### src/core/rtr_pkg.sv
/*
 Package for the regulator tuning register bank: command codes, field layout,
 power-up defaults and writable-bit masks. Assumes a single 100 MHz clock domain.
*/
package rtr_pkg;
    localparam logic [7:0] CMD_LOAD_LINE = 8'hD8;
    localparam logic [7:0] CMD_TRANSIENT = 8'hD9;
    localparam logic [7:0] CMD_MAX_CURRENT = 8'hDA;
    localparam logic [7:0] CMD_BOOT_VOLTAGE = 8'hDB;
    localparam logic [7:0] CMD_FREQ_SOFTSTART = 8'hDC;
    localparam logic [7:0] CMD_SLEW_MODES = 8'hDD;

    localparam logic [7:0] NV_LOAD_LINE = 8'h04;
    localparam logic [7:0] NV_TRANSIENT = 8'h77;
    localparam logic [7:0] NV_BOOT_VOLTAGE = 8'h97;
    localparam logic [7:0] NV_FREQ_SOFTSTART = 8'h20;
    localparam logic [7:0] NV_SLEW_MODES = 8'h89;

    // Writable-bit masks; cleared bits always read as zero.
    localparam logic [7:0] MASK_TRANSIENT = 8'h77;
    localparam logic [7:0] MASK_FREQ_SOFTSTART = 8'hF3;

    localparam int OSR_LSB = 0;
    localparam int USR_LSB = 4;
    localparam int FSW_LSB = 4;
    localparam int VID_SEL_BIT = 7;
    localparam logic [2:0] REDUCTION_OFF = 3'h7;
    localparam logic [7:0] PCT_NOMINAL = 8'h64;

    typedef enum logic [1:0] {
        RTR_IDLE = 2'b00,
        RTR_LOAD = 2'b01,
        RTR_RUN = 2'b10
    } rtr_state_t;
endpackage

### src/core/rtr_bank.sv
/*
 Regulator tuning register bank: six byte commands reached by command code,
 with strap or non-volatile power-up values and decoded settings for the loop.
 Assumes the command port is already decoded from the management bus and that
 strap levels are stable and synchronous to i_clock.
*/
// Contract
// - Droop code decodes to load-line percent.
// - Transient command holds two 3-bit thresholds.
// - Undershoot codes give millivolts, 111 disables.
// - Overshoot codes give millivolts, 111 disables.
// - Host write overrides strap; bits 7,3 zero.
// - Transient non-volatile default is 77h.
// - Eight-bit max operating current, host writable.
// - Host max current write beats strap value.
// - Boot code read via selected ident table.
// - Boot write overrides strap; default 97h.
// - Frequency 7:4, rise 1:0, bits 3:2 zero.
// - Frequency field decodes to kilohertz.
// - Rise field divides slew by 1..8.
// - Freq write overrides strap; default 20h.
// - Slew/mode write overrides strap; default 89h.
// - Slew code 000..111 selects output slew.
// - Bit 7 selects voltage ident table.
`timescale 1ns/1ps
`default_nettype none
module rtr_bank (
    input wire logic i_clock, // 100 MHz clock
    input wire logic i_rst_b, // asynchronous reset, active low
    input wire logic i_clk_en, // freezes all state while low
    input wire logic i_use_strap, // power-up source: 1 strap, 0 store
    input wire logic [7:0] i_transient_strap_pin, // decoded transient strap
    input wire logic [7:0] i_freq_current_strap_pin, // decoded max current strap
    input wire logic [7:0] i_freq_strap, // decoded frequency strap
    input wire logic [7:0] i_boot_strap, // decoded boot voltage strap
    input wire logic [7:0] i_slew_mode_strap, // decoded slew and mode strap
    input wire logic [7:0] i_nv_max_current, // stored max current value
    input wire logic i_cmd_wr, // byte write strobe
    input wire logic i_cmd_rd, // byte read strobe
    input wire logic [7:0] i_cmd_code, // command code
    input wire logic [7:0] i_cmd_wdata, // write data
    output logic [7:0] o_cmd_rdata, // read data, registered
    output logic o_cmd_rvalid, // read data valid pulse
    output logic o_cmd_ack, // command taken, one cycle
    output logic o_cmd_nack, // unknown command code, one cycle
    output logic o_ready, // power-up load complete
    output logic [7:0] o_droop_pct, // load-line percent of nominal
    output logic [7:0] o_overshoot_reduction_mv, // overshoot threshold mV
    output logic o_overshoot_reduction_en, // overshoot reduction active
    output logic [7:0] o_undershoot_reduction_mv, // undershoot threshold mV
    output logic o_undershoot_reduction_en, // undershoot reduction active
    output logic [7:0] o_max_operating_current, // amperes
    output logic [7:0] o_boot_voltage_code, // boot voltage ident code
    output logic o_vid_table_select, // 0 newer table, 1 older table
    output logic [9:0] o_switching_freq_sel, // switching frequency kHz
    output logic [1:0] o_softstart_rise_factor, // ramp shift: 2^-n of slew
    output logic [2:0] o_slew_code, // output slew code
    output logic [8:0] o_slew_rate_centi // slew in 0.01 mV/us
);
    rtr_pkg::rtr_state_t state;
    rtr_pkg::rtr_state_t next_state;
    logic [7:0] load_line_scale;
    logic [7:0] transient_reduction_thresholds;
    logic [7:0] max_current_setting;
    logic [7:0] boot_voltage_code;
    logic [7:0] switch_freq_softstart;
    logic [7:0] slew_and_modes;
    logic known;
    logic [7:0] next_rdata;
    logic cmd_go;

    assign cmd_go = i_clk_en && state == rtr_pkg::RTR_RUN;

    always_comb begin
        next_state = state;
        case (state)
            rtr_pkg::RTR_IDLE: next_state = rtr_pkg::RTR_LOAD;
            rtr_pkg::RTR_LOAD: next_state = rtr_pkg::RTR_RUN;
            rtr_pkg::RTR_RUN: next_state = rtr_pkg::RTR_RUN;
            default: next_state = rtr_pkg::RTR_IDLE;
        endcase
    end

    always_ff @(posedge i_clock or negedge i_rst_b) begin
        if (!i_rst_b) begin
            state <= rtr_pkg::RTR_IDLE;
        end else if (i_clk_en) begin
            state <= next_state;
        end
    end

    assign o_ready = state == rtr_pkg::RTR_RUN;

    // Strap levels are captured two cycles after reset release, never in reset.
    // power-up source
    always_ff @(posedge i_clock or negedge i_rst_b) begin
        if (!i_rst_b) begin
            load_line_scale <= rtr_pkg::NV_LOAD_LINE;
            transient_reduction_thresholds <= rtr_pkg::NV_TRANSIENT;
            max_current_setting <= 8'h00;
            boot_voltage_code <= rtr_pkg::NV_BOOT_VOLTAGE;
            switch_freq_softstart <= rtr_pkg::NV_FREQ_SOFTSTART;
            slew_and_modes <= rtr_pkg::NV_SLEW_MODES;
        end else if (i_clk_en) begin
            if (state == rtr_pkg::RTR_LOAD) begin
                if (i_use_strap) begin
                    transient_reduction_thresholds <=
                        i_transient_strap_pin & rtr_pkg::MASK_TRANSIENT;
                    max_current_setting <= i_freq_current_strap_pin;
                    boot_voltage_code <= i_boot_strap;
                    switch_freq_softstart <= i_freq_strap & rtr_pkg::MASK_FREQ_SOFTSTART;
                    slew_and_modes <= i_slew_mode_strap;
                end else begin
                    max_current_setting <= i_nv_max_current;
                end
            end else if (cmd_go && i_cmd_wr) begin
                if (i_cmd_code == rtr_pkg::CMD_LOAD_LINE) begin
                    load_line_scale <= i_cmd_wdata;
                end else if (i_cmd_code == rtr_pkg::CMD_TRANSIENT) begin
                    transient_reduction_thresholds <= i_cmd_wdata & rtr_pkg::MASK_TRANSIENT;
                end else if (i_cmd_code == rtr_pkg::CMD_MAX_CURRENT) begin
                    max_current_setting <= i_cmd_wdata;
                end else if (i_cmd_code == rtr_pkg::CMD_BOOT_VOLTAGE) begin
                    boot_voltage_code <= i_cmd_wdata;
                end else if (i_cmd_code == rtr_pkg::CMD_FREQ_SOFTSTART) begin
                    switch_freq_softstart <= i_cmd_wdata & rtr_pkg::MASK_FREQ_SOFTSTART;
                end else if (i_cmd_code == rtr_pkg::CMD_SLEW_MODES) begin
                    slew_and_modes <= i_cmd_wdata;
                end
            end
        end
    end

    always_comb begin
        known = 1'b1;
        next_rdata = 8'h00;
        if (i_cmd_code == rtr_pkg::CMD_LOAD_LINE) begin
            next_rdata = load_line_scale;
        end else if (i_cmd_code == rtr_pkg::CMD_TRANSIENT) begin
            next_rdata = transient_reduction_thresholds;
        end else if (i_cmd_code == rtr_pkg::CMD_MAX_CURRENT) begin
            next_rdata = max_current_setting;
        end else if (i_cmd_code == rtr_pkg::CMD_BOOT_VOLTAGE) begin
            next_rdata = boot_voltage_code;
        end else if (i_cmd_code == rtr_pkg::CMD_FREQ_SOFTSTART) begin
            next_rdata = switch_freq_softstart;
        end else if (i_cmd_code == rtr_pkg::CMD_SLEW_MODES) begin
            next_rdata = slew_and_modes;
        end else begin
            known = 1'b0;
        end
    end

    // Unknown codes still answer, with nack and zero data, so the host never hangs.
    always_ff @(posedge i_clock or negedge i_rst_b) begin
        if (!i_rst_b) begin
            o_cmd_rdata <= 8'h00;
            o_cmd_rvalid <= 1'b0;
            o_cmd_ack <= 1'b0;
            o_cmd_nack <= 1'b0;
        end else if (i_clk_en) begin
            o_cmd_rvalid <= cmd_go && i_cmd_rd && known;
            o_cmd_ack <= cmd_go && (i_cmd_rd || i_cmd_wr) && known;
            o_cmd_nack <= cmd_go && (i_cmd_rd || i_cmd_wr) && !known;
            if (cmd_go && i_cmd_rd) begin
                o_cmd_rdata <= next_rdata;
            end
        end
    end

    always_ff @(posedge i_clock or negedge i_rst_b) begin
        if (!i_rst_b) begin
            o_droop_pct <= rtr_pkg::PCT_NOMINAL;
        end else if (i_clk_en) begin
            case (load_line_scale)
                8'h00: o_droop_pct <= 8'h00;
                8'h01: o_droop_pct <= 8'h19;
                8'h02: o_droop_pct <= 8'h32;
                8'h03: o_droop_pct <= 8'h4B;
                8'h10: o_droop_pct <= 8'h50;
                8'h20: o_droop_pct <= 8'h55;
                8'h30: o_droop_pct <= 8'h5A;
                8'h40: o_droop_pct <= 8'h5F;
                8'h50: o_droop_pct <= 8'h69;
                8'h60: o_droop_pct <= 8'h6E;
                8'h70: o_droop_pct <= 8'h73;
                8'h80: o_droop_pct <= 8'h78;
                8'h90: o_droop_pct <= 8'h7D;
                8'hA0: o_droop_pct <= 8'h96;
                8'hB0: o_droop_pct <= 8'hAF;
                default: o_droop_pct <= rtr_pkg::PCT_NOMINAL;
            endcase
        end
    end

    logic [2:0] osr_code;
    logic [2:0] usr_code;
    assign osr_code = transient_reduction_thresholds[rtr_pkg::OSR_LSB +: 3];
    assign usr_code = transient_reduction_thresholds[rtr_pkg::USR_LSB +: 3];

    always_ff @(posedge i_clock or negedge i_rst_b) begin
        if (!i_rst_b) begin
            o_overshoot_reduction_mv <= 8'h00;
            o_overshoot_reduction_en <= 1'b0;
            o_undershoot_reduction_mv <= 8'h00;
            o_undershoot_reduction_en <= 1'b0;
        end else if (i_clk_en) begin
            o_overshoot_reduction_en <= osr_code != rtr_pkg::REDUCTION_OFF;
            o_undershoot_reduction_en <= usr_code != rtr_pkg::REDUCTION_OFF;
            case (osr_code)
                3'h0: o_overshoot_reduction_mv <= 8'h1E;
                3'h1: o_overshoot_reduction_mv <= 8'h28;
                3'h2: o_overshoot_reduction_mv <= 8'h3C;
                3'h3: o_overshoot_reduction_mv <= 8'h50;
                3'h4: o_overshoot_reduction_mv <= 8'h64;
                3'h5: o_overshoot_reduction_mv <= 8'h78;
                3'h6: o_overshoot_reduction_mv <= 8'h8C;
                default: o_overshoot_reduction_mv <= 8'h00;
            endcase
            case (usr_code)
                3'h0: o_undershoot_reduction_mv <= 8'h14;
                3'h1: o_undershoot_reduction_mv <= 8'h1E;
                3'h2: o_undershoot_reduction_mv <= 8'h3C;
                3'h3: o_undershoot_reduction_mv <= 8'h50;
                3'h4: o_undershoot_reduction_mv <= 8'h64;
                3'h5: o_undershoot_reduction_mv <= 8'h78;
                3'h6: o_undershoot_reduction_mv <= 8'h8C;
                default: o_undershoot_reduction_mv <= 8'h00;
            endcase
        end
    end

    always_ff @(posedge i_clock or negedge i_rst_b) begin
        if (!i_rst_b) begin
            o_switching_freq_sel <= 10'h000;
            o_slew_rate_centi <= 9'h000;
        end else if (i_clk_en) begin
            case (switch_freq_softstart[rtr_pkg::FSW_LSB +: 4])
                4'h0: o_switching_freq_sel <= 10'h12C;
                4'h1: o_switching_freq_sel <= 10'h190;
                4'h2: o_switching_freq_sel <= 10'h1F4;
                4'h3: o_switching_freq_sel <= 10'h258;
                4'h4: o_switching_freq_sel <= 10'h2BC;
                4'h5: o_switching_freq_sel <= 10'h320;
                4'h6: o_switching_freq_sel <= 10'h384;
                4'h7: o_switching_freq_sel <= 10'h3E8;
                4'h8: o_switching_freq_sel <= 10'h15E;
                4'h9: o_switching_freq_sel <= 10'h1C2;
                4'hA: o_switching_freq_sel <= 10'h226;
                4'hB: o_switching_freq_sel <= 10'h28A;
                4'hC: o_switching_freq_sel <= 10'h2EE;
                4'hD: o_switching_freq_sel <= 10'h352;
                4'hE: o_switching_freq_sel <= 10'h3B6;
                default: o_switching_freq_sel <= 10'h3E8;
            endcase
            case (slew_and_modes[2:0])
                3'h0: o_slew_rate_centi <= 9'h022;
                3'h1: o_slew_rate_centi <= 9'h044;
                3'h2: o_slew_rate_centi <= 9'h066;
                3'h3: o_slew_rate_centi <= 9'h088;
                3'h4: o_slew_rate_centi <= 9'h0AA;
                3'h5: o_slew_rate_centi <= 9'h0CC;
                3'h6: o_slew_rate_centi <= 9'h0EE;
                default: o_slew_rate_centi <= 9'h112;
            endcase
        end
    end

    assign o_max_operating_current = max_current_setting;
    assign o_boot_voltage_code = boot_voltage_code;
    assign o_vid_table_select = slew_and_modes[rtr_pkg::VID_SEL_BIT];
    assign o_softstart_rise_factor = switch_freq_softstart[1:0];
    assign o_slew_code = slew_and_modes[2:0];

    chk_transient_rsvd_zero: assert property (
        @(posedge i_clock) disable iff (!i_rst_b)
        transient_reduction_thresholds[7] == 1'b0 && transient_reduction_thresholds[3] == 1'b0)
        else $error("transient reserved bits set");
    chk_freq_rsvd_zero: assert property (
        @(posedge i_clock) disable iff (!i_rst_b)
        switch_freq_softstart[3:2] == 2'b00)
        else $error("frequency reserved bits set");
    chk_write_takes_max: assert property (
        @(posedge i_clock) disable iff (!i_rst_b)
        cmd_go && i_cmd_wr && i_cmd_code == rtr_pkg::CMD_MAX_CURRENT
        |=> o_max_operating_current == $past(i_cmd_wdata))
        else $error("max current write lost");
    chk_write_takes_boot: assert property (
        @(posedge i_clock) disable iff (!i_rst_b)
        cmd_go && i_cmd_wr && i_cmd_code == rtr_pkg::CMD_BOOT_VOLTAGE
        |=> o_boot_voltage_code == $past(i_cmd_wdata))
        else $error("boot write lost");
    chk_read_returns_slew: assert property (
        @(posedge i_clock) disable iff (!i_rst_b)
        cmd_go && i_cmd_rd && i_cmd_code == rtr_pkg::CMD_SLEW_MODES
        |=> o_cmd_rvalid && o_cmd_rdata == $past(slew_and_modes))
        else $error("slew read wrong");
    chk_osr_off_disables: assert property (
        @(posedge i_clock) disable iff (!i_rst_b)
        i_clk_en && osr_code == rtr_pkg::REDUCTION_OFF |=> !o_overshoot_reduction_en)
        else $error("overshoot not disabled");
    chk_usr_first_code: assert property (
        @(posedge i_clock) disable iff (!i_rst_b)
        i_clk_en && usr_code == 3'h0 |=> o_undershoot_reduction_mv == 8'h14)
        else $error("undershoot 20 mV wrong");
    chk_droop_top_code: assert property (
        @(posedge i_clock) disable iff (!i_rst_b)
        i_clk_en && load_line_scale == 8'hB0 |=> o_droop_pct == 8'hAF)
        else $error("droop 175 percent wrong");
    chk_store_default_load: assert property (
        @(posedge i_clock) disable iff (!i_rst_b)
        i_clk_en && state == rtr_pkg::RTR_LOAD && !i_use_strap
        |=> transient_reduction_thresholds == rtr_pkg::NV_TRANSIENT
            && switch_freq_softstart == rtr_pkg::NV_FREQ_SOFTSTART)
        else $error("stored defaults not kept");
    chk_unknown_gets_nack: assert property (
        @(posedge i_clock) disable iff (!i_rst_b)
        cmd_go && (i_cmd_rd || i_cmd_wr) && !known |=> o_cmd_nack && !o_cmd_ack)
        else $error("unknown code not refused");
    chk_osr_first_code: assert property (
        @(posedge i_clock) disable iff (!i_rst_b)
        i_clk_en && osr_code == 3'h0 |=> o_overshoot_reduction_mv == 8'h1E)
        else $error("overshoot 30 mV wrong");
    chk_usr_off_disables: assert property (
        @(posedge i_clock) disable iff (!i_rst_b)
        i_clk_en && usr_code == rtr_pkg::REDUCTION_OFF |=> !o_undershoot_reduction_en)
        else $error("undershoot not disabled");
    chk_freq_top_code: assert property (
        @(posedge i_clock) disable iff (!i_rst_b)
        i_clk_en && switch_freq_softstart[rtr_pkg::FSW_LSB +: 4] == 4'hF
        |=> o_switching_freq_sel == 10'h3E8)
        else $error("frequency 1000 kHz wrong");
    chk_strap_boot_load: assert property (
        @(posedge i_clock) disable iff (!i_rst_b)
        i_clk_en && state == rtr_pkg::RTR_LOAD && i_use_strap
        |=> boot_voltage_code == $past(i_boot_strap))
        else $error("boot strap not loaded");
    chk_slew_top_code: assert property (
        @(posedge i_clock) disable iff (!i_rst_b)
        i_clk_en && slew_and_modes[2:0] == 3'h7 |=> o_slew_rate_centi == 9'h112)
        else $error("slew top code wrong");
endmodule
`default_nettype wire

### config.mk
export PLATFORM = sky130hd
export DESIGN_NAME = rtr_bank
export DESIGN_NICKNAME = d
export VERILOG_FILES = /design/src/core/rtr_pkg.sv /design/src/core/rtr_bank.sv
export SDC_FILE = /design/constraint.sdc
export NUM_CORES = 1
export LEC_CHECK = 0
export BUFFER_PORTS_ARGS = -buffer_cell sky130_fd_sc_hd__buf_2
export CAP_MARGIN = 20
export CORE_ASPECT_RATIO = 1.1
export CORE_MARGIN = 10
export CORE_UTILIZATION = 35
export CTS_CLUSTER_DIAMETER = 50
export DETAILED_ROUTE_END_ITERATION = 16
export PLACE_DENSITY = 0.59
export SETUP_SLACK_MARGIN = 0.3
export SLEW_MARGIN = 20
export SYNTH_ARGS = -nofsm -noshare
export SYNTH_HDL_FRONTEND = slang
export SYNTH_SLANG_ARGS = --single-unit
### constraint.sdc
create_clock -name i_clock -period 2.25 [get_ports i_clock]
set_input_delay 0.3375 -clock i_clock [delete_from_list [all_inputs] [get_ports i_clock]]
set_output_delay 0.3375 -clock i_clock [all_outputs]
set_load 0.005 [all_outputs]
==> metrics.yaml <==
power_and_ir_drop:
  comb_power_share: 0.386
  p_sw_frac: 0.353
  clkPwrFrac: 0.218
  switching_power_uw: 2700
  ir_worst_vdd_v: 0.000516
  p_leak_uw: 0.00323
  internal-power_uw: 4940
  seqPwrFrac: 0.396
  pwr_density_cell_nw_per_um2: 1140
placement:
  post-dp-hpwl_um: 12600
  dpl_worst_slack_ns: 0.132
  portBuffers: 140
  gp_congestion: 0.839
sta:
  maxSlewHeadroom: 0.608
  finClkSkew_ns: 0.00807
  period_share: 0.864
  tns_ns: 0
  rsz0062_at_grt: "true"
  setup_slack_ns: 0.307
  slew_viol_final: 0
  worstMarginPinSlew_ns: 0.588
  setup_viol: 0
  fin_crit_ns: 1.94
  hold_viol_final: 0
  fmax_mhz: 515
hold_path:
  min-delay-path-class: "input port to flip-flop"
  hp-start: "i_cmd_wdata[4]"
clocking:
  numCtsBuffers: 9
  htree_levels: 3
  clkSinkCount: 95
  clk_pin_slew_ns: 0.07
  cts_buffer_depth: 2
  cts_tree: "yes"
  clk_latency_ns: 0.34
  root_buffer: "clkbuf_16"
critical_path:
  worstPathArrival_ns: 2.22
  slowest_delay_ns: 0.56
  crit_chain: "inv_1 -> ha_2 -> or4_4 -> o21ai_4 -> mux2_2"
  required_ns: 2.52
  path_max_fanout: 8
  worstReg2RegStart: "state[1]"
  critical_path_class: "flip-flop to flip-flop"
  critical_path.slowest_cell: "or4_4"
  startpoint: "state[1]"
  crit_path_start_kind: "flip-flop"
  cp-end-kind: "flip-flop"
drt:
  drt_iter0_markers: 265
  wl_per_cell_um: 18.7
  wirelength_um: 16400
  firstDrtPassIters: 4
  viasPerCell: 5.01
  drc_errors: 0
  num_vias: 4402
  ant_nets: 0
yosys:
  synth_warnings: 0
  yosys.area.top_type_share: 0.358
  synth_top_cell_by_area: "dfrtp_1"
  synth_ff_type: "dfrtp_1"
  syn-instance-count: 535
  avgSynthCellArea_um2: 9.92
  synth_common_cells: "nand2_1 (85), dfrtp_1 (76), mux2_2 (49), nor2_1 (30)"
  synth_area_leaders: "dfrtp_1 (36%), mux2_2 (10%), dfstp_2 (9.4%)"
  post-synth-top-count-cell: "nand2_1"
  seq_area_frac_synth: 0.452
  synth-edff-count: 0
  syn-cell-area_um2: 5310
  ys_types: 58
  ys_ff_latch: 95
  synth-async-reset-ratio: 1.00
die:
  rows: 47
  die_w_um: 137
  die_h_um: 149
  die-area_um2: 20500
  ioPinCount: 149
  core-area_um2: 14900
  initial_core_util: 0.355
layout:
  final_nets: 757
  area_growth_pct: 26.6
  nFillCells: 1489
  drive_gt1_frac: 0.415
  antennaDiodeCount: 0
grt:
  grt_max_degree: 48
  antenna_found_initial: 0
  first_global_vias: 4586
  grt-ovfl-total: 0
  grt_util_all_layers: 0.159
  grt_pass1_wl_um: 25500
status:
  status: "finished clean"
job:
  cap_violations: 0
-- layout make-up --
| type | instances | area (um2) | area share |
|---|---|---|---|
| multi-input cells | 363 | 2620 | 0.390 |
| repair buffers | 180 | 1020 | 0.151 |
| well taps | 196 | 245 | 0.0365 |
| clock buffers | 13 | 260 | 0.0387 |
| clock inverters | 3 | 65.1 | 0.00968 |
| inverters | 28 | 109 | 0.0162 |
| flip-flops and latches | 95 | 2400 | 0.358 |
-- through the flow --
step | hold WS, ns | util | std cells | instance area [um2] | total power, uW
floorplan | 0.0419 | - | 538 | 5330 | 4640
CTS | 0.231 | 0.446 | 874 | 6660 | 7650
detailed placement | 0.355 | 0.414 | 844 | 6180 | 5820
global route | 0.245 | 0.450 | 878 | 6720 | 8220
global placement | 0.347 | 0.414 | 844 | 6180 | 5720
finish | 0.241 | 0.450 | 878 | 6720 | 7640
-- path summary, 6_finish.rpt --
check                                                     to  slack (ns)  cells after the start
setup / recovery           transient_reduction_thresholds[6]        0.31                      5
hold / removal                            load_line_scale[4]        0.24                      2
setup reg to reg           transient_reduction_thresholds[6]        0.31                      5
hold reg to reg                               o_cmd_rdata[1]        0.48                      2
max in group asynchronous                 load_line_scale[2]        0.96                      3
min in group asynchronous            o_switching_freq_sel[9]        0.54                      2
-- per-layer routing --
metal  up-vias  GRT usage  wire (um)
met2       105      0.265       8120
met5         -          0          0
li1       2134          -          -
met1      2143      0.198       7090
met4         0     0.0601        382
met3        20     0.0313        827
-- power groups by stage --
stage          Clock [uW]  Combinational (uW)  Sequential [uW]
6_report             1670                2950             3020
3_5_place_dp            0                2750             3070
2_1_floorplan           0                1830             2810
5_1_grt              1790                3300             3130
4_1_cts              1710                2910             3040
3_3_place_gp            0                2680             3030
-- repair_timing --
action,4_1_cts,5_1_grt
setup buffers,13,4
gates cloned,0,0
gates resized for setup,11,10
pin swaps,5,1
endpoints found under the hold margin,23,0
hold buffers,1,0
setup endpoints to repair,39,23
-- kinds of logic (layout without fill, tap and decap cells) --
group | after synthesis | after routing | synth area share
simple gates | 156 | 156 | 0.133
compound gates | 109 | 109 | 0.152
flops | 95 | 95 | 0.452
buf+inv | 80 | 224 | 0.0679
mux | 77 | 77 | 0.159
fa+ha+maj | 10 | 10 | 0.0236
xor+xnor | 7 | 7 | 0.0116
other cells | 1 | 4 | 0.000707
-- registers in the layout, summed over array words and instances, names as in the netlist, 5 cells and up --
signal,cells
o_overshoot_reduction_mv,7
o_max_operating_current,8
o_cmd_rdata,8
o_undershoot_reduction_mv,7
slew_and_modes,8
o_slew_rate_centi,5
o_droop_pct,8
o_switching_freq_sel,9
o_boot_voltage_code,8
load_line_scale,8
switch_freq_softstart,6
transient_reduction_thresholds,6
-- critical path, delay by kind of cell (launching register included) --
| family | cells | cell delay, ns |
|---|---|---|
| adder cells (fa/ha/maj) | 1 | 0.24 |
| flip-flops | 1 | 0.35 |
| AND/OR/NAND/NOR | 1 | 0.56 |
| multiplexers | 1 | 0.38 |
| AO/OA/AOI/OAI | 1 | 0.27 |
| buffers and inverters | 1 | 0.07 |
-- layout by cell type (no fill, tap or decap), drive strengths merged, types with 3 or more instances in the layout --
cell and n:
a211oi 6, a21boi 7, a21oi 21, a22oi 3, a31oi 5, and3 3
buf 179, clkbuf 13, conb 4, dfrtp 76, dfstp 19, ha 10
inv 27, mux2 49, mux2i 27, nand2 85, nand2b 5, nand3 7
nor2 30, nor2b 11, nor3 4, o211ai 6, o21ai 21, o22a 4
o22ai 11, o32a 3, o41ai 8, or3 3, xnor2 5
No activity file was read; power rests on OpenSTA's default activity.
